--- src/rtl/ubci_pkg.sv ---
// Package: constants and carrier types for the boot command interpreter
package ubci_pkg;
   // Command packet layout
   localparam int          UBCI_CMD_BYTES      = 32;
   localparam logic [31:0] UBCI_SIGNATURE      = 32'h431FD10B;
   localparam logic [4:0]  UBCI_OFS_SIGNATURE  = 5'h00;
   localparam logic [4:0]  UBCI_OFS_TAG        = 5'h04;
   localparam logic [4:0]  UBCI_OFS_CODE       = 5'h08;
   localparam logic [4:0]  UBCI_OFS_ARGLEN     = 5'h09;
   localparam logic [4:0]  UBCI_OFS_PAYLOAD    = 5'h0C;
   localparam logic [4:0]  UBCI_OFS_ARGS       = 5'h10;
   localparam logic [4:0]  UBCI_OFS_ARG1       = 5'h14;
   localparam logic [4:0]  UBCI_OFS_DELAY      = 5'h18;
   localparam int          UBCI_ARGS_BYTES     = 16;
   localparam logic [7:0]  UBCI_DIR_IN_BIT     = 8'h80;
   // Command codes and argument lengths
   localparam logic [7:0]  UBCI_CODE_ACCESS    = 8'h01;
   localparam logic [7:0]  UBCI_LEN_ACCESS     = 8'h01;
   localparam logic [7:0]  UBCI_CODE_RESTART   = 8'h02;
   localparam logic [7:0]  UBCI_LEN_RESTART    = 8'h0C;
   localparam logic [7:0]  UBCI_CODE_ERASE     = 8'h03;
   localparam logic [7:0]  UBCI_LEN_ERASE      = 8'h08;
   localparam logic [7:0]  UBCI_CODE_READ      = 8'h84;
   localparam logic [7:0]  UBCI_LEN_READ       = 8'h08;
   // Access levels
   localparam logic [7:0]  UBCI_LVL_OPEN       = 8'h00;
   localparam logic [7:0]  UBCI_LVL_NOWRITE    = 8'h01;
   localparam logic [7:0]  UBCI_LVL_EJECT      = 8'h02;
   // Erase granule, 4 kB sectors
   localparam logic [31:0] UBCI_SECTOR_MASK    = 32'h00000FFF;
   // Millisecond tick at 100 MHz
   localparam int          UBCI_CLK_HZ         = 100_000_000;
   localparam int          UBCI_MS_PER_S       = 1000;
   localparam int          UBCI_MS_CYCLES      = UBCI_CLK_HZ / UBCI_MS_PER_S;
   // Failure codes kept for status readback
   localparam logic [3:0]  UBCI_ST_OK          = 4'h0;
   localparam logic [3:0]  UBCI_ST_BAD_SIG     = 4'h1;
   localparam logic [3:0]  UBCI_ST_UNKNOWN     = 4'h2;
   localparam logic [3:0]  UBCI_ST_BAD_ARG     = 4'h3;
   localparam logic [3:0]  UBCI_ST_BAD_LEN     = 4'h4;
   localparam logic [3:0]  UBCI_ST_MEM_ERR     = 4'h5;

   // Decoded command carrier
   typedef struct packed {
      logic [31:0] request_tag;
      logic [7:0]  command_code;
      logic [7:0]  argument_length;
      logic [31:0] payload_byte_count;
      logic [31:0] arg0;
      logic [31:0] arg1;
      logic [31:0] arg2;
   } ubci_cmd_t;

   // Memory job carrier (erase or read)
   typedef struct packed {
      logic        erase;
      logic [31:0] target_address;
      logic [31:0] request_byte_count;
   } ubci_mem_req_t;

   // Status readback carrier
   typedef struct packed {
      logic [31:0] request_tag;
      logic [7:0]  command_code;
      logic [3:0]  status;
      logic        busy;
   } ubci_status_t;
endpackage

--- src/rtl/ubci_pkt_asm.sv ---
// Byte assembler that gathers one 32-byte command packet
`timescale 1ns/10ps
module ubci_pkt_asm
   import ubci_pkg::*;
(
   // Clock and reset
   input  wire logic                         CLK_I,
   input  wire logic                         ARST_N_I,
   // Bulk OUT byte stream
   input  wire logic                         byte_valid_i,
   input  wire logic [7:0]                   byte_data_i,
   input  wire logic                         pkt_end_i,
   input  wire logic                         enable_i,
   // Assembled packet
   output logic                              pkt_valid_o,
   output logic                              pkt_size_ok_o,
   output logic [UBCI_CMD_BYTES*8-1:0]       pkt_data_o
);
   logic [7:0] buf_ff [UBCI_CMD_BYTES];
   logic [5:0] cnt_ff;
   logic [5:0] nxt_cnt;
   logic       done_ff;
   logic       ok_ff;
   wire        take = enable_i & byte_valid_i;
   wire        full = (cnt_ff == 6'(UBCI_CMD_BYTES));

   // Count stops at 32 so a longer packet is seen as wrong size
   assign nxt_cnt = (take & ~full) ? cnt_ff + 6'h01 : cnt_ff;

   // Byte store
   always_ff @(posedge CLK_I)
   begin
      if (take & ~full)
         buf_ff[cnt_ff[4:0]] <= byte_data_i;
   end

   // Count and packet boundary
   always_ff @(posedge CLK_I or negedge ARST_N_I)
   begin
      if (!ARST_N_I)
      begin
         cnt_ff  <= 6'h00;
         done_ff <= 1'b0;
         ok_ff   <= 1'b0;
      end
      else
      begin
         done_ff <= enable_i & pkt_end_i;
         ok_ff   <= (nxt_cnt == 6'(UBCI_CMD_BYTES)) & ~(take & full);
         cnt_ff  <= (enable_i & pkt_end_i) ? 6'h00 : nxt_cnt;
      end
   end

   // Flatten, byte 0 in the low bits
   always_comb
   begin
      for (int i = 0; i < UBCI_CMD_BYTES; i++)
         pkt_data_o[i*8 +: 8] = buf_ff[i];
   end

   assign pkt_valid_o   = done_ff;
   assign pkt_size_ok_o = ok_ff;
endmodule

--- src/rtl/ubci_top.sv ---
// Boot command interpreter: parses bulk OUT commands, runs them, acks
// Operation
// - Descriptor: vendor class, subclass 0, protocol 0, two endpoints.
// - Exactly one bulk OUT and one bulk IN endpoint, found by type.
// - Commands are single 32-byte packets, parsed only from bulk OUT.
// - Packet starts with signature word, then host request tag at 0x04.
// - Code byte at 0x08; top bit set means data phase is IN.
// - Argument length byte gives valid bytes of argument area.
// - Payload byte count at 0x0C gives bytes moved on the bulk pipe.
// - Sixteen-byte argument area at 0x10, unused bytes zero.
// - Invalid command stalls both bulk endpoints, keeps failure status.
// - Non-zero payload moves exactly that count, then opposite empty; code sends an IN empty packet after read data.
// - Zero payload completes with a zero-length IN packet.
// - Access claim code 0x01 takes one-byte level; zero is unrestricted.
// - Level 1 write-protects mass storage and aborts active download.
// - Level 2 reports mass-storage media not present.
// - Restart code 0x02 waits delay milliseconds then leaves boot select.
// - Zero restart address uses normal flash boot path.
// - Erase code 0x03 erases contiguous sectors from address and count.
// - Read code 0x84 returns count bytes from address over bulk IN.
`timescale 1ns/10ps
module ubci_top
   import ubci_pkg::*;
#(
   parameter int MS_CYCLES = UBCI_MS_CYCLES
)
(
   // Clock and reset
   input  wire logic                CLK_I,
   input  wire logic                ARST_N_I,
   // Bulk OUT endpoint, byte stream from the USB core
   input  wire logic                OUT_VALID_I,
   input  wire logic [7:0]          OUT_DATA_I,
   input  wire logic                OUT_PKT_END_I,
   output logic                     OUT_READY_O,
   output logic                     OUT_STALL_O,
   // Bulk IN endpoint, byte stream to the USB core
   output logic                     IN_VALID_O,
   output logic [7:0]               IN_DATA_O,
   output logic                     IN_ZLP_O,
   input  wire logic                IN_READY_I,
   output logic                     IN_STALL_O,
   // Stall clear from the interface reset request
   input  wire logic                INTF_RESET_I,
   // Memory engine request and answer
   output logic                     MEM_REQ_O,
   output ubci_mem_req_t            MEM_CMD_O,
   input  wire logic                MEM_DONE_I,
   input  wire logic                MEM_ERR_I,
   input  wire logic                MEM_RD_VALID_I,
   input  wire logic [7:0]          MEM_RD_DATA_I,
   output logic                     MEM_RD_READY_O,
   // Mass-storage control
   output logic                     MSC_WRITE_PROTECT_O,
   output logic                     MSC_MEDIA_ABSENT_O,
   output logic                     MSC_ABORT_DOWNLOAD_O,
   // Restart request
   output logic                     RESTART_O,
   output logic                     RESTART_WATCHDOG_O,
   output logic [31:0]              RESTART_ADDRESS_O,
   output logic [31:0]              RESTART_STACK_O,
   // Status readback
   output ubci_status_t             STATUS_O
);
   typedef enum logic [2:0] {
      ST_IDLE, ST_DECODE, ST_WAIT, ST_MEM, ST_READ, ST_ACK, ST_STALL
   } ubci_state_t;

   // Little-endian field extraction from the packet
   function automatic logic [31:0] word_at(
      input logic [UBCI_CMD_BYTES*8-1:0] p, input logic [4:0] ofs);
      word_at = p[{ofs, 3'b000} +: 32];
   endfunction
   function automatic logic [7:0] byte_at(
      input logic [UBCI_CMD_BYTES*8-1:0] p, input logic [4:0] ofs);
      byte_at = p[{ofs, 3'b000} +: 8];
   endfunction

   ubci_state_t                  state_ff, nxt_state;
   ubci_cmd_t                    cmd_ff;
   logic [3:0]                   status_ff;
   logic [7:0]                   level_ff;
   logic [31:0]                  ms_left_ff;
   logic [31:0]                  tick_cnt_ff;
   logic [31:0]                  rd_left_ff;
   logic                         mem_req_ff, zlp_ff, restart_ff, abort_ff;
   logic                         in_valid_ff;
   logic [7:0]                   in_data_ff;
   logic                         pkt_valid, pkt_size_ok;
   logic [UBCI_CMD_BYTES*8-1:0]  pkt_data;

   ubci_pkt_asm u_asm (
      .CLK_I         (CLK_I),
      .ARST_N_I      (ARST_N_I),
      .byte_valid_i  (OUT_VALID_I),
      .byte_data_i   (OUT_DATA_I),
      .pkt_end_i     (OUT_PKT_END_I),
      .enable_i      (OUT_READY_O),
      .pkt_valid_o   (pkt_valid),
      .pkt_size_ok_o (pkt_size_ok),
      .pkt_data_o    (pkt_data)
   );

   // Decoded fields of the incoming packet
   // signature and tag
   wire [31:0] pkt_sig   = word_at(pkt_data, UBCI_OFS_SIGNATURE);
   wire [31:0] pkt_tag   = word_at(pkt_data, UBCI_OFS_TAG);
   wire [7:0]  pkt_code  = byte_at(pkt_data, UBCI_OFS_CODE);
   wire [7:0]  pkt_alen  = byte_at(pkt_data, UBCI_OFS_ARGLEN);
   wire [31:0] pkt_pay   = word_at(pkt_data, UBCI_OFS_PAYLOAD);
   wire [31:0] pkt_a0    = word_at(pkt_data, UBCI_OFS_ARGS);
   wire [31:0] pkt_a1    = word_at(pkt_data, UBCI_OFS_ARG1);
   wire [31:0] pkt_a2    = word_at(pkt_data, UBCI_OFS_DELAY);

   // Classification of the latched command
   // direction bit
   wire        dir_in    = |(cmd_ff.command_code & UBCI_DIR_IN_BIT);
   wire        c_access  = cmd_ff.command_code == UBCI_CODE_ACCESS;
   wire        c_restart = cmd_ff.command_code == UBCI_CODE_RESTART;
   wire        c_erase   = cmd_ff.command_code == UBCI_CODE_ERASE;
   wire        c_read    = cmd_ff.command_code == UBCI_CODE_READ;
   wire        known     = c_access | c_restart | c_erase | c_read;
   wire [7:0]  want_len  = c_access  ? UBCI_LEN_ACCESS  :
                           c_restart ? UBCI_LEN_RESTART :
                           c_erase   ? UBCI_LEN_ERASE   : UBCI_LEN_READ;
   // Zero payload only for non-read commands; read needs count match
   // payload equals read count
   wire        pay_ok    = c_read ? (dir_in && cmd_ff.payload_byte_count ==
                                     cmd_ff.arg1)
                                  : (cmd_ff.payload_byte_count == 32'h0);
   // Level above 2 is refused, erase must be sector aligned
   // sector alignment check
   wire        arg_ok    = c_access ? (cmd_ff.arg0[7:0] <= UBCI_LVL_EJECT)
                         : c_erase  ? (((cmd_ff.arg0 | cmd_ff.arg1) &
                                        UBCI_SECTOR_MASK) == 32'h0)
                         : 1'b1;
   wire [3:0]  chk_status = !known                         ? UBCI_ST_UNKNOWN :
                            cmd_ff.argument_length != want_len
                                                           ? UBCI_ST_BAD_LEN :
                            !pay_ok                        ? UBCI_ST_BAD_LEN :
                            !arg_ok                        ? UBCI_ST_BAD_ARG :
                                                             UBCI_ST_OK;
   wire        ms_tick    = (tick_cnt_ff == 32'h0);
   wire        in_take    = in_valid_ff & IN_READY_I;
   wire        rd_take    = MEM_RD_VALID_I & (~in_valid_ff | IN_READY_I);

   // Next state
   always_comb
   begin
      nxt_state = state_ff;
      case (state_ff)
         ST_IDLE:
            if (pkt_valid)
               nxt_state = (!pkt_size_ok || pkt_sig != UBCI_SIGNATURE)
                         ? ST_STALL : ST_DECODE;
         ST_DECODE:
            if (chk_status != UBCI_ST_OK)
               nxt_state = ST_STALL;
            else if (c_access)
               nxt_state = ST_ACK;
            else if (c_restart)
               nxt_state = ST_WAIT;
            else
               nxt_state = c_read ? ST_READ : ST_MEM;
         ST_WAIT:
            if (ms_left_ff == 32'h0)
               nxt_state = ST_ACK;
         ST_MEM:
            if (MEM_DONE_I)
               nxt_state = MEM_ERR_I ? ST_STALL : ST_ACK;
         ST_READ:
            if (MEM_ERR_I)
               nxt_state = ST_STALL;
            else if (rd_left_ff == 32'h0 && !in_valid_ff)
               nxt_state = ST_ACK;
         ST_ACK:
            if (IN_READY_I)
               nxt_state = ST_IDLE;
         ST_STALL:
            if (INTF_RESET_I)
               nxt_state = ST_IDLE;
         default:
            nxt_state = ST_IDLE;
      endcase
   end

   // State and latched command
   always_ff @(posedge CLK_I or negedge ARST_N_I)
   begin
      if (!ARST_N_I)
      begin
         state_ff <= ST_IDLE;
         cmd_ff   <= '0;
      end
      else
      begin
         state_ff <= nxt_state;
         if (state_ff == ST_IDLE && pkt_valid)
            cmd_ff <= '{pkt_tag, pkt_code, pkt_alen, pkt_pay,
                        pkt_a0, pkt_a1, pkt_a2};
      end
   end

   always_ff @(posedge CLK_I or negedge ARST_N_I)
   begin
      if (!ARST_N_I)
         status_ff <= UBCI_ST_OK;
      else if (state_ff == ST_IDLE && pkt_valid)
         status_ff <= (!pkt_size_ok || pkt_sig != UBCI_SIGNATURE)
                    ? UBCI_ST_BAD_SIG : UBCI_ST_OK;
      else if (state_ff == ST_DECODE)
         status_ff <= chk_status;
      else if ((state_ff == ST_MEM && MEM_DONE_I && MEM_ERR_I) ||
               (state_ff == ST_READ && MEM_ERR_I))
         status_ff <= UBCI_ST_MEM_ERR;
   end

   always_ff @(posedge CLK_I or negedge ARST_N_I)
   begin
      if (!ARST_N_I)
      begin
         level_ff <= UBCI_LVL_OPEN;
         abort_ff <= 1'b0;
      end
      else
      begin
         abort_ff <= 1'b0;
         if (INTF_RESET_I)
            level_ff <= UBCI_LVL_OPEN;
         else if (state_ff == ST_DECODE && c_access &&
                  chk_status == UBCI_ST_OK)
         begin
            level_ff <= cmd_ff.arg0[7:0];
            abort_ff <= cmd_ff.arg0[7:0] != UBCI_LVL_OPEN;
         end
      end
   end

   // Millisecond divider and delay counter; divider runs only in wait
   always_ff @(posedge CLK_I or negedge ARST_N_I)
   begin
      if (!ARST_N_I)
      begin
         tick_cnt_ff <= 32'h0;
         ms_left_ff  <= 32'h0;
      end
      else if (state_ff == ST_DECODE)
      begin
         tick_cnt_ff <= 32'(MS_CYCLES - 1);
         ms_left_ff  <= cmd_ff.arg2;
      end
      else if (state_ff == ST_WAIT)
      begin
         tick_cnt_ff <= ms_tick ? 32'(MS_CYCLES - 1) : tick_cnt_ff - 32'h1;
         if (ms_tick && ms_left_ff != 32'h0)
            ms_left_ff <= ms_left_ff - 32'h1;
      end
   end

   // Memory job request and read streaming
   always_ff @(posedge CLK_I or negedge ARST_N_I)
   begin
      if (!ARST_N_I)
      begin
         mem_req_ff  <= 1'b0;
         rd_left_ff  <= 32'h0;
         in_valid_ff <= 1'b0;
         in_data_ff  <= 8'h00;
      end
      else
      begin
         mem_req_ff <= state_ff == ST_DECODE && (c_erase || c_read) &&
                       chk_status == UBCI_ST_OK;
         if (state_ff == ST_DECODE)
            rd_left_ff <= cmd_ff.arg1;
         else if (state_ff == ST_READ && rd_take && rd_left_ff != 32'h0)
            rd_left_ff <= rd_left_ff - 32'h1;
         if (state_ff == ST_READ && rd_take && rd_left_ff != 32'h0)
         begin
            in_valid_ff <= 1'b1;
            in_data_ff  <= MEM_RD_DATA_I;
         end
         else if (in_take || state_ff != ST_READ)
            in_valid_ff <= 1'b0;
      end
   end

   // Completion packet and restart request
   always_ff @(posedge CLK_I or negedge ARST_N_I)
   begin
      if (!ARST_N_I)
      begin
         zlp_ff     <= 1'b0;
         restart_ff <= 1'b0;
      end
      else
      begin
         zlp_ff     <= nxt_state == ST_ACK && !(state_ff == ST_ACK &&
                       IN_READY_I);
         restart_ff <= state_ff == ST_ACK && IN_READY_I && c_restart;
      end
   end

   assign OUT_STALL_O          = state_ff == ST_STALL;
   assign IN_STALL_O           = state_ff == ST_STALL;
   assign OUT_READY_O          = state_ff == ST_IDLE && !pkt_valid;
   assign IN_VALID_O           = in_valid_ff;
   assign IN_DATA_O            = in_data_ff;
   assign IN_ZLP_O             = zlp_ff;
   assign MEM_REQ_O            = mem_req_ff;
   assign MEM_CMD_O            = '{c_erase, cmd_ff.arg0, cmd_ff.arg1};
   assign MEM_RD_READY_O       = state_ff == ST_READ &&
                                 (!in_valid_ff || IN_READY_I) &&
                                 rd_left_ff != 32'h0;
   assign MSC_WRITE_PROTECT_O  = level_ff != UBCI_LVL_OPEN;
   assign MSC_MEDIA_ABSENT_O   = level_ff == UBCI_LVL_EJECT;
   assign MSC_ABORT_DOWNLOAD_O = abort_ff;
   assign RESTART_O            = restart_ff;
   assign RESTART_WATCHDOG_O   = cmd_ff.arg0 != 32'h0;
   assign RESTART_ADDRESS_O    = cmd_ff.arg0;
   assign RESTART_STACK_O      = cmd_ff.arg1;
   assign STATUS_O             = '{cmd_ff.request_tag, cmd_ff.command_code,
                                   status_ff, state_ff != ST_IDLE &&
                                   state_ff != ST_STALL};
endmodule

--- config.mk ---
export PLATFORM = sky130hd
export DESIGN_NAME = ubci_top
export DESIGN_NICKNAME = d
export VERILOG_FILES = /design/src/rtl/ubci_pkg.sv /design/src/rtl/ubci_pkt_asm.sv /design/src/rtl/ubci_top.sv
export SDC_FILE = /design/constraint.sdc
export NUM_CORES = 1
export LEC_CHECK = 0
export BUFFER_PORTS_ARGS = -buffer_cell sky130_fd_sc_hd__buf_4
export CAP_MARGIN = 20
export CORE_ASPECT_RATIO = 0.6
export CORE_UTILIZATION = 32
export DETAILED_ROUTE_END_ITERATION = 10
export HOLD_SLACK_MARGIN = 0.03
export PLACE_DENSITY_LB_ADDON = 0.15
export SETUP_SLACK_MARGIN = 0.05
export SLEW_MARGIN = 0
export SYNTH_ARGS = -nofsm -noshare
export SYNTH_HDL_FRONTEND = slang
export SYNTH_SLANG_ARGS = --single-unit
--- constraint.sdc ---
create_clock -name CLK_I -period 5 [get_ports CLK_I]
set_input_delay 0.75 -clock CLK_I [delete_from_list [all_inputs] [get_ports CLK_I]]
set_output_delay 0.75 -clock CLK_I [all_outputs]
set_load 0.01 [all_outputs]
==> summary.json <==
{
  "netlist-cell-type-count": {"value": 75},
  "combPwrFrac": {"value": 28.5, "unit": "%"},
  "criticalPathCategory": {"value": "flop to output pin"},
  "slew_headroom": {"value": 24.54, "unit": "%"},
  "path_max_fanout": {"value": 6},
  "numPlacedInstances": {"value": 3029},
  "insertion_delay": {"value": 0.61, "unit": "ns"},
  "p_sw": {"value": 5417, "unit": "µW"},
  "grt.overflow.total": {"value": 0},
  "slew_viol_final": {"value": 0},
  "die_height": {"value": 207.0, "unit": "µm"},
  "synth_ff_type": {"value": "dfrtp_1"},
  "die_width": {"value": 343.7, "unit": "µm"},
  "layout.cells.most_common": {"value": "nand2_1"},
  "core_region_area": {"value": 0.06870, "unit": "mm²"},
  "synth_warnings": {"value": 0},
  "setup_ws": {"value": 1.333, "unit": "ns"},
  "ff2ff_path_depth": {"value": 4},
  "finalSetupViolations": {"value": 0},
  "rsz0062_at_grt": {"value": "false"},
  "min_period_over_period": {"value": 73.35, "unit": "%"},
  "timing.critical_path.slowest_stage_cell": {"value": "or4b_1"},
  "final.setup_skew": {"value": 0.01362, "unit": "ns"},
  "async_flop_share": {"value": 59.61, "unit": "%"},
  "run_status": {"value": "finished clean"},
  "number_of_buffers_and_inverters_on_the_critical_path": {"value": 1},
  "cp-end-kind": {"value": "output pin"},
  "root_buffer": {"value": "clkbuf_16"},
  "switching_share": {"value": 35.83, "unit": "%"},
  "hp-class": {"value": "input port to async pin"},
  "leakagePower": {"value": 0.01095, "unit": "µW"},
  "tritoncts": {"value": "built"},
  "hpwlAfterDp": {"value": 41080, "unit": "µm"},
  "final-instance-count-excl-fill": {"value": 3129},
  "drt_drc_violations_left": {"value": 0},
  "place.port_buffers": {"value": 217},
  "critical_path_required": {"value": 4.25, "unit": "ns"},
  "place_worst_setup_slack": {"value": 1.528, "unit": "ns"},
  "via_per_inst": {"value": 4.946},
  "number_of_flops_mapped_to_enable_cells_by_yosys": {"value": 208},
  "design.portCount": {"value": 219},
  "route.vias.total": {"value": 15475},
  "fmax": {"value": 272.7, "unit": "MHz"},
  "detail_route.wirelength": {"value": 63150, "unit": "µm"},
  "flow.area_growth_from_synthesis": {"value": 14.16, "unit": "%"},
  "finalWeightedCongestion": {"value": 0.8569},
  "nets": {"value": 2205},
  "wl_per_cell": {"value": 20.18, "unit": "µm"},
  "htree_num_levels": {"value": 2},
  "synth_nets": {"value": 2168},
  "most-common-layout-cells": {"value": "nand2_1, dfrtp_1, buf_4, edfxtp_1, nor2_1"},
  "drtIter0Drc": {"value": 1267},
  "final_hold_viol_count": {"value": 0},
  "post_cts_buffers": {"value": 0},
  "path_clk_slew": {"value": 0.07, "unit": "ns"},
  "clock_power_share": {"value": 27.8, "unit": "%"},
  "finalWorstPathRequiredPeriod": {"value": 3.667, "unit": "ns"},
  "synth_seq_area_share": {"value": 62.13, "unit": "%"},
  "sequential_cell_fraction_of_total_power": {"value": 43.7, "unit": "%"},
  "rows": {"value": 74},
  "design.die.area": {"value": 0.07115, "unit": "mm²"},
  "pin_count_of_the_biggest_net_entering_global_routing": {"value": 98},
  "internal_power": {"value": 9700, "unit": "µW"},
  "worst_slew_pin_slew": {"value": 1.125, "unit": "ns"},
  "worst_ir_drop_vdd": {"value": 0.0002953, "unit": "V"},
  "worstSetupStartpointType": {"value": "flop"},
  "cts_made_buffers": {"value": 52},
  "critical-path-top-delay-family": {"value": "simple AND/OR/NAND/NOR gates"},
  "cp.depth": {"value": 5},
  "crit_arrival": {"value": 2.92, "unit": "ns"},
  "antenna_left": {"value": 0},
  "starting_density_of_the_core": {"value": 32.63, "unit": "%"},
  "cell_area_after_synthesis": {"value": 0.02242, "unit": "mm²"},
  "clock_sink_count": {"value": 515},
  "cts_max_path_buffers": {"value": 3},
  "grt.total_usage": {"value": 17.73, "unit": "%"},
  "drt_pass1_iterations": {"value": 5},
  "grt_pass1_wl": {"value": 96170, "unit": "µm"},
  "drive_above_1_share": {"value": 15.70, "unit": "%"},
  "post_synth_inst_count": {"value": 2135},
  "grt_antenna_before_repair": {"value": 1},
  "post_cts_hold_buffer_count": {"value": 0},
  "cts_repair_resize_count": {"value": 0},
  "synth.avg_cell_area": {"value": 10.50, "unit": "µm²"},
  "p_per_cell_area": {"value": 590.7, "unit": "mW/mm²"},
  "max_cap_violations": {"value": 0},
  "final.setup.tns": {"value": 0, "unit": "ns"},
  "grt_pass1_vias": {"value": 15083},
  "flip_flop_and_latch_count_after_synthesis": {"value": 515},
  "cp_peak_stage_delay": {"value": 0.56, "unit": "ns"},
  "path_cells": {"value": "or3_1, or4b_1, nand4b_1, and3_1, buf_4"}
}
-- power by group through the flow --
stage | clock network, µW | logic, µW | registers, µW
6_report | 4200 | 4310 | 6610
5_1_grt | 4480 | 4820 | 6770
4_1_cts | 4320 | 4350 | 6620
3_5_place_dp | 0 | 4320 | 6690
3_3_place_gp | 0 | 4290 | 6660
2_1_floorplan | 0 | 3350 | 6180
-- final cells by class --
cell class                 count  area [µm²]
fill                        6780       43110
inverter                      18       67.56
timing repair buffer         236        1789
sequential                   515       13930
clock inverter                23       306.5
tap                          912        1141
clock buffer                  75        1519
antenna                        1       2.502
multi-input combinational   1349        6838
-- worst reg2reg max path: cells and delay by family (launching register included) --
kind | cells | cell delay, ns
flops | 1 | 0.56
simple gates | 3 | 1.98
compound gates | 1 | 0.45
-- Yosys cell counts (all sizes together), types with 4 or more instances --
cell type	n	area [µm²]
nor4b	7	67.56
nor3	38	205.2
nand4	29	181.4
or3	26	162.7
clkbuf	70	262.8
buf	183	1345
and2	10	62.56
nand3	30	150.1
nor2b	4	25.02
xnor2	22	192.7
a21oi	49	245.2
ha	8	100.1
a31oi	15	93.84
o22ai	14	87.58
or2	6	37.54
o311ai	6	52.55
inv	18	67.56
edfxtp	208	6246
o21a	7	52.55
a211oi	6	45.04
and3	7	43.79
nor3b	9	67.56
nand2b	18	112.6
or4	20	157.7
o211ai	11	82.58
o31ai	4	35.03
dfrtp	307	7682
nand2	659	2476
o21ai	71	355.3
nor4	66	455.4
nor2	110	412.9
a21o	5	37.54
xor2	43	376.6
-- state kept, by name (all words and copies together) (netlist names), 6 cells and up --
name and cells:
RESTART_STACK_O 32, tick_cnt_ff 32, rd_left_ff 32, u_asm.buf_ff 208, STATUS_O 40, ms_left_ff 32, cmd_ff 72, level_ff 8
IN_DATA_O 8, u_asm.cnt_ff 6, RESTART_ADDRESS_O 32
-- metrics by stage --
step | util (%) | power, µW | hold WS (ns) | instance area, µm²
4_1_cts | 37.24 | 15280 | 0.1625 | 25580
2_1_floorplan | - | 9532 | 0.4146 | 22420
6_report | 37.25 | 15120 | 0.1249 | 25590
3_3_place_gp | 34.58 | 10950 | 0.4162 | 23760
5_1_grt | 37.25 | 16070 | 0.1688 | 25590
3_5_place_dp | 34.58 | 11010 | 0.4217 | 23760
-- path summary, 6_finish.rpt --
check | start | end | slack (ns)
worst max-delay path | rd_left_ff[25] | MEM_RD_READY_O | 1.33
worst min-delay path | ARST_N_I | STATUS_O[16] | 0.12
worst max register to register | state_ff[1] | u_asm.buf_ff[13][3] | 1.64
worst min register to register | u_asm.buf_ff[13][2] | cmd_ff[106] | 0.44
max in group asynchronous | ARST_N_I | RESTART_ADDRESS_O[28] | 3.56
min in group CLK_I | MEM_RD_DATA_I[2] | IN_DATA_O[2] | 0.33
-- layer usage --
metal / track usage [%] / share of wire [%] / vias up
met5: 0 / 0 / -
met4: 4.276 / 1.9 / 0
met3: 2.772 / 4.5 / 83
met2: 25.66 / 43 / 362
met1: 27.41 / 51 / 7752
li1: - / - / 7278
-- cell families after synthesis --
family / Yosys count / synth area share [%]
AOI/OAI and AO/OA: 216 / 5.972
xor gates and xnor gates: 65 / 2.539
adders and majority gates: 8 / 0.4465
buffers and inverters: 271 / 7.473
DFF: 515 / 62.13
muxes: 4 / 0.1842
other: 1 / 0.01673
and+or+nand+nor: 1055 / 21.24
Note: power is estimated with default switching activity, not from simulation.
